### config.mk
export PLATFORM = sky130hd
export DESIGN_NAME = pei_event_logic
export DESIGN_NICKNAME = d
export VERILOG_FILES = /design/src/logic/pei_pkg.sv /design/src/logic/pei_event_logic.sv
export SDC_FILE = /design/constraint.sdc
export NUM_CORES = 1
export LEC_CHECK = 0
export BUFFER_PORTS_ARGS = -buffer_cell sky130_fd_sc_hd__buf_2
export CAP_MARGIN = 20
export CORE_ASPECT_RATIO = 1.4
export CORE_MARGIN = 1
export CORE_UTILIZATION = 49
export CTS_CLUSTER_DIAMETER = 60
export DETAILED_ROUTE_END_ITERATION = 10
export GPL_ROUTABILITY_DRIVEN = 0
export GPL_TIMING_DRIVEN = 0
export HOLD_SLACK_MARGIN = 0.05
export PLACE_DENSITY_LB_ADDON = 0.05
export REMOVE_ABC_BUFFERS = 1
export SYNTH_ARGS = -nofsm -noshare
export SYNTH_HDL_FRONTEND = slang
export SYNTH_SLANG_ARGS = --single-unit
### constraint.sdc
create_clock -name clk_sys -period 1.9 [get_ports clk_sys]
set_input_delay 0.285 -clock clk_sys [delete_from_list [all_inputs] [get_ports clk_sys]]
set_output_delay 0.285 -clock clk_sys [all_outputs]
set_load 0.02 [all_outputs]
### src/logic/pei_pkg.sv
// Constants and types shared by the protection event logic
package pei_pkg;
    // ****************************************
    // Clock and timing
    // ****************************************
    localparam int CLK_HZ        = 100_000_000;
    localparam int SHORT_TIME_MS = 1;   // Short must persist this long
    localparam int SHORT_CYCLES  = SHORT_TIME_MS * (CLK_HZ / 1000);

    // ****************************************
    // Event counts and flag vector layout
    // ****************************************
    localparam int NREG      = 4;   // Two bucks then two linear regulators
    localparam int NBUCK     = 2;
    localparam int NWARN     = 2;
    localparam int NFAULT    = 2;
    localparam int NGPO      = 2;
    localparam int PG_POS    = 0;
    localparam int WARN_POS  = PG_POS + NREG;
    localparam int PROT_POS  = WARN_POS + NWARN;
    localparam int SHORT_POS = PROT_POS + NREG;
    localparam int NFLAG     = SHORT_POS + NBUCK;
    localparam int NSYNC     = NREG + NWARN + NREG + NFAULT + NBUCK;

    // ****************************************
    // Reset values
    // ****************************************
    localparam logic [NFLAG-1:0] FLAGS_RST      = '0;
    localparam logic             RESET_MASK_RST = 1'b1;

    typedef enum logic [1:0] {
        PEI_RUN   = 2'b00,
        PEI_SHUT  = 2'b01,
        PEI_START = 2'b10
    } pei_state_type;
endpackage

### src/logic/pei_event_logic.sv
// Protection, warning and fault event flags with interrupt line
module pei_event_logic #(
    parameter int SHORT_LIMIT = pei_pkg::SHORT_CYCLES
) (
    input  wire logic                       clk_sys,
    input  wire logic                       arst_n,
    input  wire logic [pei_pkg::NREG-1:0]   pg_in,
    input  wire logic [pei_pkg::NWARN-1:0]  warn_in,
    input  wire logic [pei_pkg::NREG-1:0]   prot_in,
    input  wire logic [pei_pkg::NFAULT-1:0] fault_in,
    input  wire logic [pei_pkg::NBUCK-1:0]  buck_low_in,
    input  wire logic [pei_pkg::NREG-1:0]   reg_en_req,
    input  wire logic [pei_pkg::NGPO-1:0]   gpo_req,
    input  wire logic [pei_pkg::NFLAG-1:0]  flag_mask,
    input  wire logic [pei_pkg::NFLAG-1:0]  flag_clr,
    input  wire logic                       reset_flag_clr,
    input  wire logic                       otp_reset_mask,
    input  wire logic                       soft_reset_trigger,
    output logic                            irq_line_n,
    output logic                            power_valid_output,
    output logic [pei_pkg::NREG-1:0]        reg_enable,
    output logic [pei_pkg::NGPO-1:0]        gpo_out,
    output logic [pei_pkg::NFLAG-1:0]       flags,
    output logic                            reset_flag,
    output logic                            reset_mask,
    output logic                            soft_reset_bit
);
    localparam int CW = $clog2(SHORT_LIMIT + 1);

    pei_pkg::pei_state_type           state;
    logic [pei_pkg::NSYNC-1:0]        sync_a;
    logic [pei_pkg::NSYNC-1:0]        sync_b;
    logic [pei_pkg::NREG-1:0]         pg_s;
    logic [pei_pkg::NREG-1:0]         pg_prev;
    logic [pei_pkg::NWARN-1:0]        warn_s;
    logic [pei_pkg::NREG-1:0]         prot_s;
    logic [pei_pkg::NFAULT-1:0]       fault_s;
    logic [pei_pkg::NBUCK-1:0]        low_s;
    logic [pei_pkg::NBUCK-1:0]        short_hit;
    logic [CW-1:0]                    short_cnt [pei_pkg::NBUCK];
    logic [pei_pkg::NFLAG-1:0]        set_vec;
    logic [pei_pkg::NREG-1:0]         blocked;
    logic                             running;
    logic                             cause_hold;

    // ****************************************
    // Input synchronisers
    // ****************************************
    // Comparator outputs are asynchronous to the oscillator clock
    always_ff @(posedge clk_sys or negedge arst_n) begin
        if (!arst_n) begin
            sync_a <= '0;
            sync_b <= '0;
        end else begin
            sync_a <= {buck_low_in, fault_in, prot_in, warn_in, pg_in};
            sync_b <= sync_a;
        end
    end

    assign pg_s    = sync_b[pei_pkg::NREG-1:0];
    assign warn_s  = sync_b[pei_pkg::NREG +: pei_pkg::NWARN];
    assign prot_s  = sync_b[pei_pkg::NREG+pei_pkg::NWARN +: pei_pkg::NREG];
    assign fault_s = sync_b[2*pei_pkg::NREG+pei_pkg::NWARN +: pei_pkg::NFAULT];
    assign low_s   = sync_b[pei_pkg::NSYNC-1 -: pei_pkg::NBUCK];
    assign running = (state == pei_pkg::PEI_RUN);

    // ****************************************
    // Sequencer: run, shutdown, start-up
    // ****************************************
    // Soft reset acts on the trigger itself, not the registered bit; outputs drop two cycles after the trigger
    always_ff @(posedge clk_sys or negedge arst_n) begin
        if (!arst_n) begin
            state <= pei_pkg::PEI_START;
        end else begin
            unique case (state)
                pei_pkg::PEI_RUN: begin
                    if ((|fault_s) || soft_reset_trigger) begin
                        state <= pei_pkg::PEI_SHUT;
                    end
                end
                pei_pkg::PEI_SHUT: begin
                    if (!(|fault_s)) begin
                        state <= pei_pkg::PEI_START;
                    end
                end
                pei_pkg::PEI_START: begin
                    state <= pei_pkg::PEI_RUN;
                end
                default: begin
                    state <= pei_pkg::PEI_SHUT;
                end
            endcase
        end
    end

    // Trigger bit reads back the trigger one cycle late and clears when the trigger drops
    always_ff @(posedge clk_sys or negedge arst_n) begin
        if (!arst_n) begin
            soft_reset_bit <= 1'b0;
        end else begin
            soft_reset_bit <= soft_reset_trigger;
        end
    end

    // ****************************************
    // Buck short detection
    // ****************************************
    // Counter restarts whenever the output recovers above threshold
    for (genvar b = 0; b < pei_pkg::NBUCK; b++) begin : g_short
        always_ff @(posedge clk_sys or negedge arst_n) begin
            if (!arst_n) begin
                short_cnt[b] <= '0;
            end else if (!running || !reg_enable[b] || !low_s[b]) begin
                short_cnt[b] <= '0;
            end else if (short_cnt[b] != CW'(SHORT_LIMIT - 1)) begin
                short_cnt[b] <= short_cnt[b] + 1'b1;
            end
        end
        assign short_hit[b] = running && reg_enable[b] && low_s[b]
                              && (short_cnt[b] == CW'(SHORT_LIMIT - 1));
    end

    // ****************************************
    // Event flags
    // ****************************************
    always_ff @(posedge clk_sys or negedge arst_n) begin
        if (!arst_n) begin
            pg_prev <= '0;
        end else begin
            pg_prev <= pg_s;
        end
    end

    always_comb begin
        set_vec = '0;
        set_vec[pei_pkg::PG_POS +: pei_pkg::NREG]     = pg_s & ~pg_prev & {pei_pkg::NREG{running}};
        set_vec[pei_pkg::WARN_POS +: pei_pkg::NWARN]  = warn_s & {pei_pkg::NWARN{running}};
        set_vec[pei_pkg::PROT_POS +: pei_pkg::NREG]   = prot_s & {pei_pkg::NREG{running}};
        set_vec[pei_pkg::SHORT_POS +: pei_pkg::NBUCK] = short_hit;
    end

    // Set beats a same-cycle clear; shutdown restores defaults
    always_ff @(posedge clk_sys or negedge arst_n) begin
        if (!arst_n) begin
            flags <= pei_pkg::FLAGS_RST;
        end else if (state == pei_pkg::PEI_SHUT) begin
            flags <= pei_pkg::FLAGS_RST;
        end else begin
            flags <= set_vec | (flags & ~flag_clr);
        end
    end

    // ****************************************
    // Reset cause, kept across shutdown
    // ****************************************
    // Power-on or start-up clears the cause, so it survives shutdown until reset_flag samples it
    always_ff @(posedge clk_sys or negedge arst_n) begin
        if (!arst_n) begin
            cause_hold <= 1'b0;
        end else if (running && ((|fault_s) || soft_reset_trigger)) begin
            cause_hold <= 1'b1;
        end else if (state == pei_pkg::PEI_START) begin
            cause_hold <= 1'b0;
        end
    end

    // Mask has no host write path; reloaded from one-time bits at start-up
    always_ff @(posedge clk_sys or negedge arst_n) begin
        if (!arst_n) begin
            reset_mask <= pei_pkg::RESET_MASK_RST;
        end else if (state == pei_pkg::PEI_START) begin
            reset_mask <= otp_reset_mask;
        end
    end

    always_ff @(posedge clk_sys or negedge arst_n) begin
        if (!arst_n) begin
            reset_flag <= 1'b0;
        end else if (state == pei_pkg::PEI_START && cause_hold && !otp_reset_mask) begin
            reset_flag <= 1'b1;
        end else if (reset_flag_clr) begin
            reset_flag <= 1'b0;
        end
    end

    // ****************************************
    // Outputs
    // ****************************************
    // A pending protection or short flag keeps only its own regulator off
    always_comb begin
        blocked = flags[pei_pkg::PROT_POS +: pei_pkg::NREG];
        blocked[pei_pkg::NBUCK-1:0] = blocked[pei_pkg::NBUCK-1:0]
                                      | flags[pei_pkg::SHORT_POS +: pei_pkg::NBUCK];
    end

    always_ff @(posedge clk_sys or negedge arst_n) begin
        if (!arst_n) begin
            reg_enable <= '0;
            gpo_out    <= '0;
        end else begin
            reg_enable <= reg_en_req & ~blocked & {pei_pkg::NREG{running}};
            gpo_out    <= gpo_req & {pei_pkg::NGPO{running}};
        end
    end

    // Valid only while every requested rail reports good
    always_ff @(posedge clk_sys or negedge arst_n) begin
        if (!arst_n) begin
            power_valid_output <= 1'b0;
        end else begin
            power_valid_output <= running && (&(pg_s | ~reg_en_req));
        end
    end

    always_ff @(posedge clk_sys or negedge arst_n) begin
        if (!arst_n) begin
            irq_line_n <= 1'b1;
        end else begin
            irq_line_n <= !((|(flags & ~flag_mask)) || reset_flag);
        end
    end
endmodule

[Word level (Yosys, flattened, before mapping)]
Index checks and enable logic that the tools add are counted.
Word-level totals
  register bits: 92
  output and inout bits: 23
Operators by class
  multiplexer cells: 12
  reduce and logical (&&, ||, !) cells: 32
  $add $sub $neg: 2
  bitwise logic cells: 17
  eq/ne operators: 8
Operator list (number)
  $mux W17: 4
  $add A17 B1 Y17 const B: 2
  $eq A17 B17 Y1 const B: 2
  $ne A17 B17 Y1 const B: 2
  $and A12 B12 Y12: 2
  $not A12 Y12: 2
  $and A4 B4 Y4: 5
  $mux W12: 1
  $not A4 Y4: 3
  $or A12 B12 Y12: 1
  $reduce_or A12 Y1: 1
  $logic_and A1 B1 Y1: 10
  $reduce_bool A2 Y1: 4
  $logic_not A1 Y1: 7
  $logic_or A1 B1 Y1: 6
  $pmux W2 S3: 1
  $and A2 B2 Y2: 2
  $mux W1: 4
  $mux W2: 2
  $or A4 B4 Y4: 1
  $reduce_and A4 Y1: 1
  $eq A2 B1 Y1 const B: 1
  $eq A2 B2 Y1 const B: 1
  $logic_not A2 Y1: 1
  other kinds (5): 5

[Longest topological paths before layout]
Gate-level depths: netlist (run 1).
  word-level depth: 6
  mapped depth: 7
  depth with buffers taken out: 6

[Worst setup path after synthesis (run 1)]
OpenSTA, ideal clock, no wires.
  path type: register -> register
  start: register short_cnt[17] in the netlist's numbering
  end: register short_cnt[22] in the netlist's numbering
  buffers on the path: 2
  stages on the path, launching flop included: 8
  setup time: 80 ps
  slack: 81 ps
  required time: 1820 ps
  arrival time: 1739 ps
  clock period less this slack: 1819 ps
  cell sequence: dfrtp_1 > ha_1 > and4_2 > buf_6 > and4_4 > buf_6 > or4_1 > a21oi_1
Between the ends
  cells in the longest elaborated chain, start to end: 3
  elaborated cells on any way between the ends: 5
  classes of those cells: add/sub: 1; eq/ne: 1; mux: 2; reduce/logical: 1
RTL lines
  start, declared: line pei_event_logic.sv:40  | logic [CW-1:0] short_cnt [pei_pkg::NBUCK];
  start signal, assigned by index: line pei_event_logic.sv:116  | short_cnt[b] <= short_cnt[b] + 1'b1;
  $add A17 B1 Y17: line pei_event_logic.sv:116
  $mux W17: line pei_event_logic.sv:115  | end else if (short_cnt[b] != CW'(SHORT_LIMIT - 1)) begin
  $mux W17: line pei_event_logic.sv:113  | end else if (!running || !reg_enable[b] || !low_s[b]) begin
Several ways; a longest one is shown, not always the timed one. The select of a mux whose other input is x is not followed.
A chain may end at the register's enable or synchronous reset.

[Worst setup path in the final report (run 1)]
  start: register state[1]
  end: register state[1]
Between the ends
  cells in the longest elaborated chain, start to end: 3
  elaborated cells on any way between the ends: 7
  classes of those cells: eq/ne: 4; mux: 1; reduce/logical: 2
RTL lines
  start, declared: line pei_event_logic.sv:30  | pei_pkg::pei_state_type state;
  start signal, assigned: line pei_event_logic.sv:73  | state <= pei_pkg::PEI_START;
  start signal, assigned: line pei_event_logic.sv:78  | state <= pei_pkg::PEI_SHUT;
  start signal, assigned: line pei_event_logic.sv:83  | state <= pei_pkg::PEI_START;
  $eq A2 B1 Y1 or $logic_not A2 Y1 (tied branches): line pei_event_logic.sv:75  | unique case (state)
  $ne A2 B2 Y1 (no source line) or $ne A2 B1 Y1 (tied branches)
  $reduce_and A2 Y1 (no source line)
Several ways; a longest one is shown, not always the timed one.

==> flow_summary.ini, run 1 <==
[sta]
final-setup-viol-count = 0
maxSlewHeadroom = 0.651
fin_crit_sh = 0.952
tightest_slew_ns = 0.510
skew_ns = 0.0141
fin_setup_tns_ns = 0
fmax_mhz = 553
timing.hold.ws_ns = 0.0948
setup_ws_ns = 0.0917
fin_crit_ns = 1.81
maxSlewViolCount = 0
hold_viol_final = 0

[job]
maxCapViolCount = 0

[route]
remaining_drc_errors = 0
first_pass_iters = 4
drtAntennaViolNets = 0
first_iter_violations = 182
num_vias = 2806
wl_mm = 7.57
wire_per_inst_um = 14.2
vias_per_cell = 5.26

[pwr]
leakagePower_nw = 2.15
p_int_w = 0.00346
clockPowerShare = 0.297
ir_drop_v = 0.000752
comb_power_share = 0.232
power_density_mw_per_mm2 = 1060
seqPwrFrac = 0.471
swShare = 0.309
switching_power_w = 0.00155

[synthesis]
post_synth_num_cell_types = 46
syn_avg_cell_area_sq_um = 11.3
postSynthCellCount = 332
synth_area_leader_cell = dfrtp_1
synth_edf_count = 0
ys_seq_area_frac = 0.615
ys.flop_type = dfrtp_1
synth-async-reset-ratio = 1.00
synthDominantCellAreaShare = 0.594
yosys_warnings = 0
netlist_area_sq_mm = 0.00375
synth_area_leaders = dfrtp_1 (59%), a21oi_1 (2.8%), inv_1 (2.6%), xor2_1 (2.6%), nand2_1 (2.3%)
ys_ff_latch = 92

[placement]
portBuffers = 71
dpl_cell_area_sq_mm = 0.00421
place_inst = 493
place_ws_ns = -1.12
hpwl_mm = 5.10

[global_routing]
grt_pass1_vias = 2845
grt_use_total = 0.210
grt_first_pass_wirelength_mm = 13.1
grt_max_degree = 57
grt_overflow_total = 0
antenna_found_initial = 0

[clock_network]
cts.sinks = 92
clk_path_buf_depth = 2
cts_root_buffer = clkbuf_8
path_clk_slew_ns = 0.09
clock_latency_ns = 0.36
cts_tree = done
cts.htree.levels = 3
numCtsBuffers = 9

[min_path]
hp-start = otp_reset_mask
hold_class = primary input to register
min_to = reset_flag$_DFFE_PN0P_
holdPathStages = 2

[setup_path]
crit_path_start_kind = register
crit-reg2reg-launch = state[1]$_DFFE_PN1P_
slowest_stage = dfstp_2
rrSetupSlack_ns = 0.09
cpPeakStageDelay_ns = 0.55
worstPathArrival_ns = 2.11
crit_type = register to register
rr_worst_depth = 6
regToRegEndpoint = state[1]$_DFFE_PN1P_
cp_cell_sequence = inv_1 > ha_4 > buf_4 > nor3b_1 > a21oi_1 > mux2_2
worstSetupEndpointType = register
path_max_fanout = 7
crit_required_ns = 2.20

[floorplanning]
dieArea_sq_mm = 0.00801
start_util = 0.510
pin_count = 72
die_w_um = 75.9
rows = 37
die_h_um = 106
core-area_sq_mm = 0.00736

[final_layout]
fin_area_sq_mm = 0.00473
diodes = 0
nFillCells = 582
layout_commonest_cell = dfrtp_1
fin_nets = 486
fin_cells = 533
final_cell_mix = dfrtp_1 (89), buf_2 (70), inv_1 (25)
drive_above_1_share = 0.266
syn_to_final_growth_pct = 26.1

[run_status]
status = finished, final reports clean
-- critical path: cells and delay by family, from the launching register on --
kind / cells / cell delay (ns)
simple gates: 1 / 0.13
flops: 1 / 0.55
buf+inv: 2 / 0.25
fa+ha+maj: 1 / 0.22
mux: 1 / 0.37
compound gates: 1 / 0.23
-- synthesized netlist by cell type (all sizes together), types with 4 or more instances --
library cell,number
dfrtp,89
inv,26
nand2,23
a21oi,21
nor2,19
o21ai,14
nand3,12
nand2b,11
xor2,11
nand4,9
and3,8
or3,7
ha,6
or4,6
and4,5
nor3,5
o22ai,5
xnor2,5
and2,4
buf,4
clkbuf,4
nand3b,4
nor4,4
nor4b,4
-- metrics by stage --
stage | total power (W) | util
global route | 0.00528 | 0.642
finish | 0.00501 | 0.642
CTS | 0.00504 | 0.636
detailed placement | 0.00341 | 0.572
floorplan | 0.00298 | -
global placement | 0.00338 | 0.568
-- layer usage --
metal  track usage  wire (um)
met2         0.364       3850
met5             0          0
met3        0.0442        259
met4        0.0824        120
met1         0.256       3350
-- worst max path at each step --
stage | slack, ns | endpoint | from
CTS | 0.05 | short_cnt[0]$_DFFE_PN0P_ | state[0]$_DFFE_PN0P_
global placement | -1.10 | short_cnt[0]$_DFFE_PN0P_ | state[0]$_DFFE_PN0P_
finish | 0.09 | state[1]$_DFFE_PN1P_ | state[1]$_DFFE_PN1P_
floorplan | -0.35 | short_cnt[0]$_DFFE_PN0P_ | state[0]$_DFFE_PN0P_
detailed placement | -1.12 | short_cnt[0]$_DFFE_PN0P_ | state[0]$_DFFE_PN0P_
global route | -0.002 | flags[11]$_DFF_PN0_ | short_cnt[0]$_DFFE_PN0P_
-- cell families after synthesis --
| group | synth area share |
|---|---|
| AOI/OAI and AO/OA | 0.0804 |
| xor gates and xnor gates | 0.0374 |
| adders and majority gates | 0.0200 |
| buffers and inverters | 0.0380 |
| DFF | 0.615 |
| muxes | 0.0170 |
| and+or+nand+nor | 0.192 |
-- power groups by stage --
stage	Clock, W	Sequential [W]	Combinational [W]
global route	0.00160	0.00240	0.00128
finish	0.00149	0.00236	0.00116
global placement	0	0.00239	0.000992
CTS	0.00152	0.00236	0.00116
detailed placement	0	0.00239	0.00102
floorplan	0	0.00255	0.000423
-- flip-flops by register name, summed over array words and instances, names as in the netlist --
name and cells:
short_cnt 34, reg_enable 4, reset_mask 1, irq_line_n 1
cause_hold 1, state 2, power_valid_output 1, reset_flag 1
sync_b 14, gpo_out 2, sync_a 14, flags 12
soft_reset_bit 1, pg_prev 4
-- final cells by class --
class                   count  area [sq um]  area share
clock buffers              10           138      0.0291
clock inverters             6          93.8      0.0198
inverters                  26          97.6      0.0206
multi-input cells         206          1370       0.289
flip-flops and latches     92          2310       0.488
well taps                  97           121      0.0257
repair buffers             96           606       0.128
-- timing repair --
action                     in CTS  in global routing
hold buffers                   16                  0
buffers inserted                5                  3
setup endpoints to repair      36                 10
pin swaps                       2                  0
hold endpoints to repair       50                  0
gates resized for setup         7                  4
Power figures use the tool's default switching activity.
==> run 2, diff against run 1 <==
==> constraint.sdc (replaced) <==
create_clock -name clk_sys -period 1.9 [get_ports clk_sys]
set_input_delay 0 -clock clk_sys [delete_from_list [all_inputs] [get_ports clk_sys]]
set_output_delay 0 -clock clk_sys [all_outputs]
set_load 0.02 [all_outputs]
==> run 2 against run 1 <==
Clock-buffer cell count unchanged; non-clock buffer count rose by 20; utilization grew 2.7 points; sequential share of layout area shrank 2.0 points; routed wire length grew 4.8%; total power is 0.93% higher; worst setup slack improved by 0.0070 ns; hold slack lost 0.026 ns; sequential power barely moved; critical path depth is 1 lower; fmax rose by 0.39%; global-route usage up 0.96 points; critical endpoint is now short_cnt[22]$_DFFE_PN0P_.
==> flow_summary.ini, run 2 (synthesis results as in run 1) <==
[run_status]
status = finished, final reports clean

[sta]
fin_setup_tns_ns = 0
maxSlewHeadroom = 0.659
maxSlewViolCount = 0
fmax_mhz = 555
tightest_slew_ns = 0.499
final-setup-viol-count = 0
hold_viol_final = 0
fin_crit_sh = 0.948
skew_ns = 0.0126
fin_crit_ns = 1.80
timing.hold.ws_ns = 0.0685

[setup_path]
worstPathArrival_ns = 2.08
crit_type = register to register
path_max_fanout = 10
cpPeakStageDelay_ns = 0.48
crit_required_ns = 2.18
cp_cell_sequence = ha_1 > and4_2 > and4_4 > or4_1 > a21oi_1
slowest_stage = or4_1
crit_path_start_kind = register
worstSetupEndpointType = register
crit_family = simple AND/OR/NAND/NOR gates
critPathBufInv = 0

[final_layout]
layout_commonest_cell = dfrtp_1
diodes = 0
fin_area_sq_mm = 0.00493
syn_to_final_growth_pct = 31.4
final_cell_mix = dfrtp_1 (89), buf_2 (70), dlygate4sd3_1 (36)
multi_input_area_sq_mm = 0.00137
largest_reg_flops = 34
regArea_sq_mm = 0.00231
fin_cells = 553
drive_above_1_share = 0.254
largestRegisters = short_cnt: 34 flops, sync_a: 14 flops, sync_b: 14 flops
largest_register = short_cnt
fin_nets = 506
nFillCells = 553

[clock_network]
cts_root_buffer = clkbuf_8
cts.htree.levels = 3
clk_path_buf_depth = 2
clock_latency_ns = 0.36
path_clk_slew_ns = 0.09
cts_tree = done
cts.sinks = 92
numCtsBuffers = 9

[pwr]
seqPwrFrac = 0.467
leakagePower_nw = 2.23
comb_power_share = 0.240
swShare = 0.309
clockPowerShare = 0.293
power_density_mw_per_mm2 = 1030
p_total_w = 0.00506
switching_power_w = 0.00156
p_int_w = 0.00350
ir_drop_v = 0.000776

[global_routing]
grt_overflow_total = 0
grt_use_total = 0.219
grt_max_degree = 57
grt_first_pass_wirelength_mm = 13.8
antenna_found_initial = 0
grt_pass1_vias = 2948

[route]
num_vias = 2905
remaining_drc_errors = 0
wire_per_inst_um = 14.3
first_iter_violations = 163
drtAntennaViolNets = 0
vias_per_cell = 5.25
wl_mm = 7.94
first_pass_iters = 4

[floorplanning]
start_util = 0.510
die_w_um = 75.9
rows = 37
die_h_um = 106
core-area_sq_mm = 0.00736
pin_count = 72
dieArea_sq_mm = 0.00801

[placement]
dpl_cell_area_sq_mm = 0.00421
portBuffers = 71
hpwl_mm = 5.10
place_inst = 493

[job]
maxCapViolCount = 0

[min_path]
hold_class = primary input to register
==> run 2: through the flow <==
step           setup WS (ns)  utilization
3_5_place_dp           -1.12        0.572
4_1_cts               0.0516        0.663
3_3_place_gp           -1.10        0.568
6_report              0.0987        0.670
2_1_floorplan         -0.352            -
5_1_grt             -0.00534        0.670
==> run 2: timing repair <==
item                                    in CTS  in global routing
setup buffers                                5                  3
gates cloned                                 0                  0
hold endpoints to repair                   127                  0
pin swaps                                    2                  0
gates resized for setup                      7                  4
endpoints found under the setup margin      36                 10
hold buffers                                36                  0
==> run 2: power groups by stage <==
stage	clock, W	combinational, W	sequential [W]
6_report	0.00148	0.00121	0.00237
5_1_grt	0.00161	0.00133	0.00240
4_1_cts	0.00152	0.00120	0.00236
3_5_place_dp	0	0.00102	0.00239
3_3_place_gp	0	0.000992	0.00239
2_1_floorplan	0	0.000423	0.00255
==> run 2: cell type report <==
type / count / share of cell area
timing repair buffer: 116 / 0.163
sequential: 92 / 0.468
multi-input combinational: 206 / 0.277
tap: 97 / 0.0246
clock buffer: 10 / 0.0279
clock inverter: 6 / 0.0190
inverter: 26 / 0.0198
==> run 2: path summary, 6_finish.rpt <==
path                                           start                         to  slack, ns  cells past startpoint
hold reg to reg                  sync_a[6]$_DFF_PN0_        sync_b[6]$_DFF_PN0_       0.36                      0
setup / recovery           short_cnt[17]$_DFFE_PN0P_  short_cnt[22]$_DFFE_PN0P_        0.1                      5
hold / removal                          flag_mask[5]       irq_line_n$_DFF_PN1_       0.07                      4
max in group asynchronous                     arst_n       state[1]$_DFFE_PN1P_       1.08                      3
setup reg to reg           short_cnt[17]$_DFFE_PN0P_  short_cnt[22]$_DFFE_PN0P_        0.1                      5
min in group asynchronous                     arst_n  short_cnt[31]$_DFFE_PN0P_       0.15                      2
==> run 2: per-layer routing <==
metal  part of all wire  vias to the layer above  wire (um)  global-route usage
li1                   -                     1398          -                   -
met1               0.43                     1437       3450               0.264
met2               0.52                       63       4140               0.387
met3              0.032                        7        256              0.0450
met4              0.012                        0         93              0.0824
met5                  0                        -          0                   0
==> run 2: worst reg2reg max path, stage by stage (launching register included) <==
cell and delay, ns:
dfrtp_1 0.43, ha_1 0.24, and4_2 0.24, and4_4 0.21
or4_1 0.48, a21oi_1 0.13
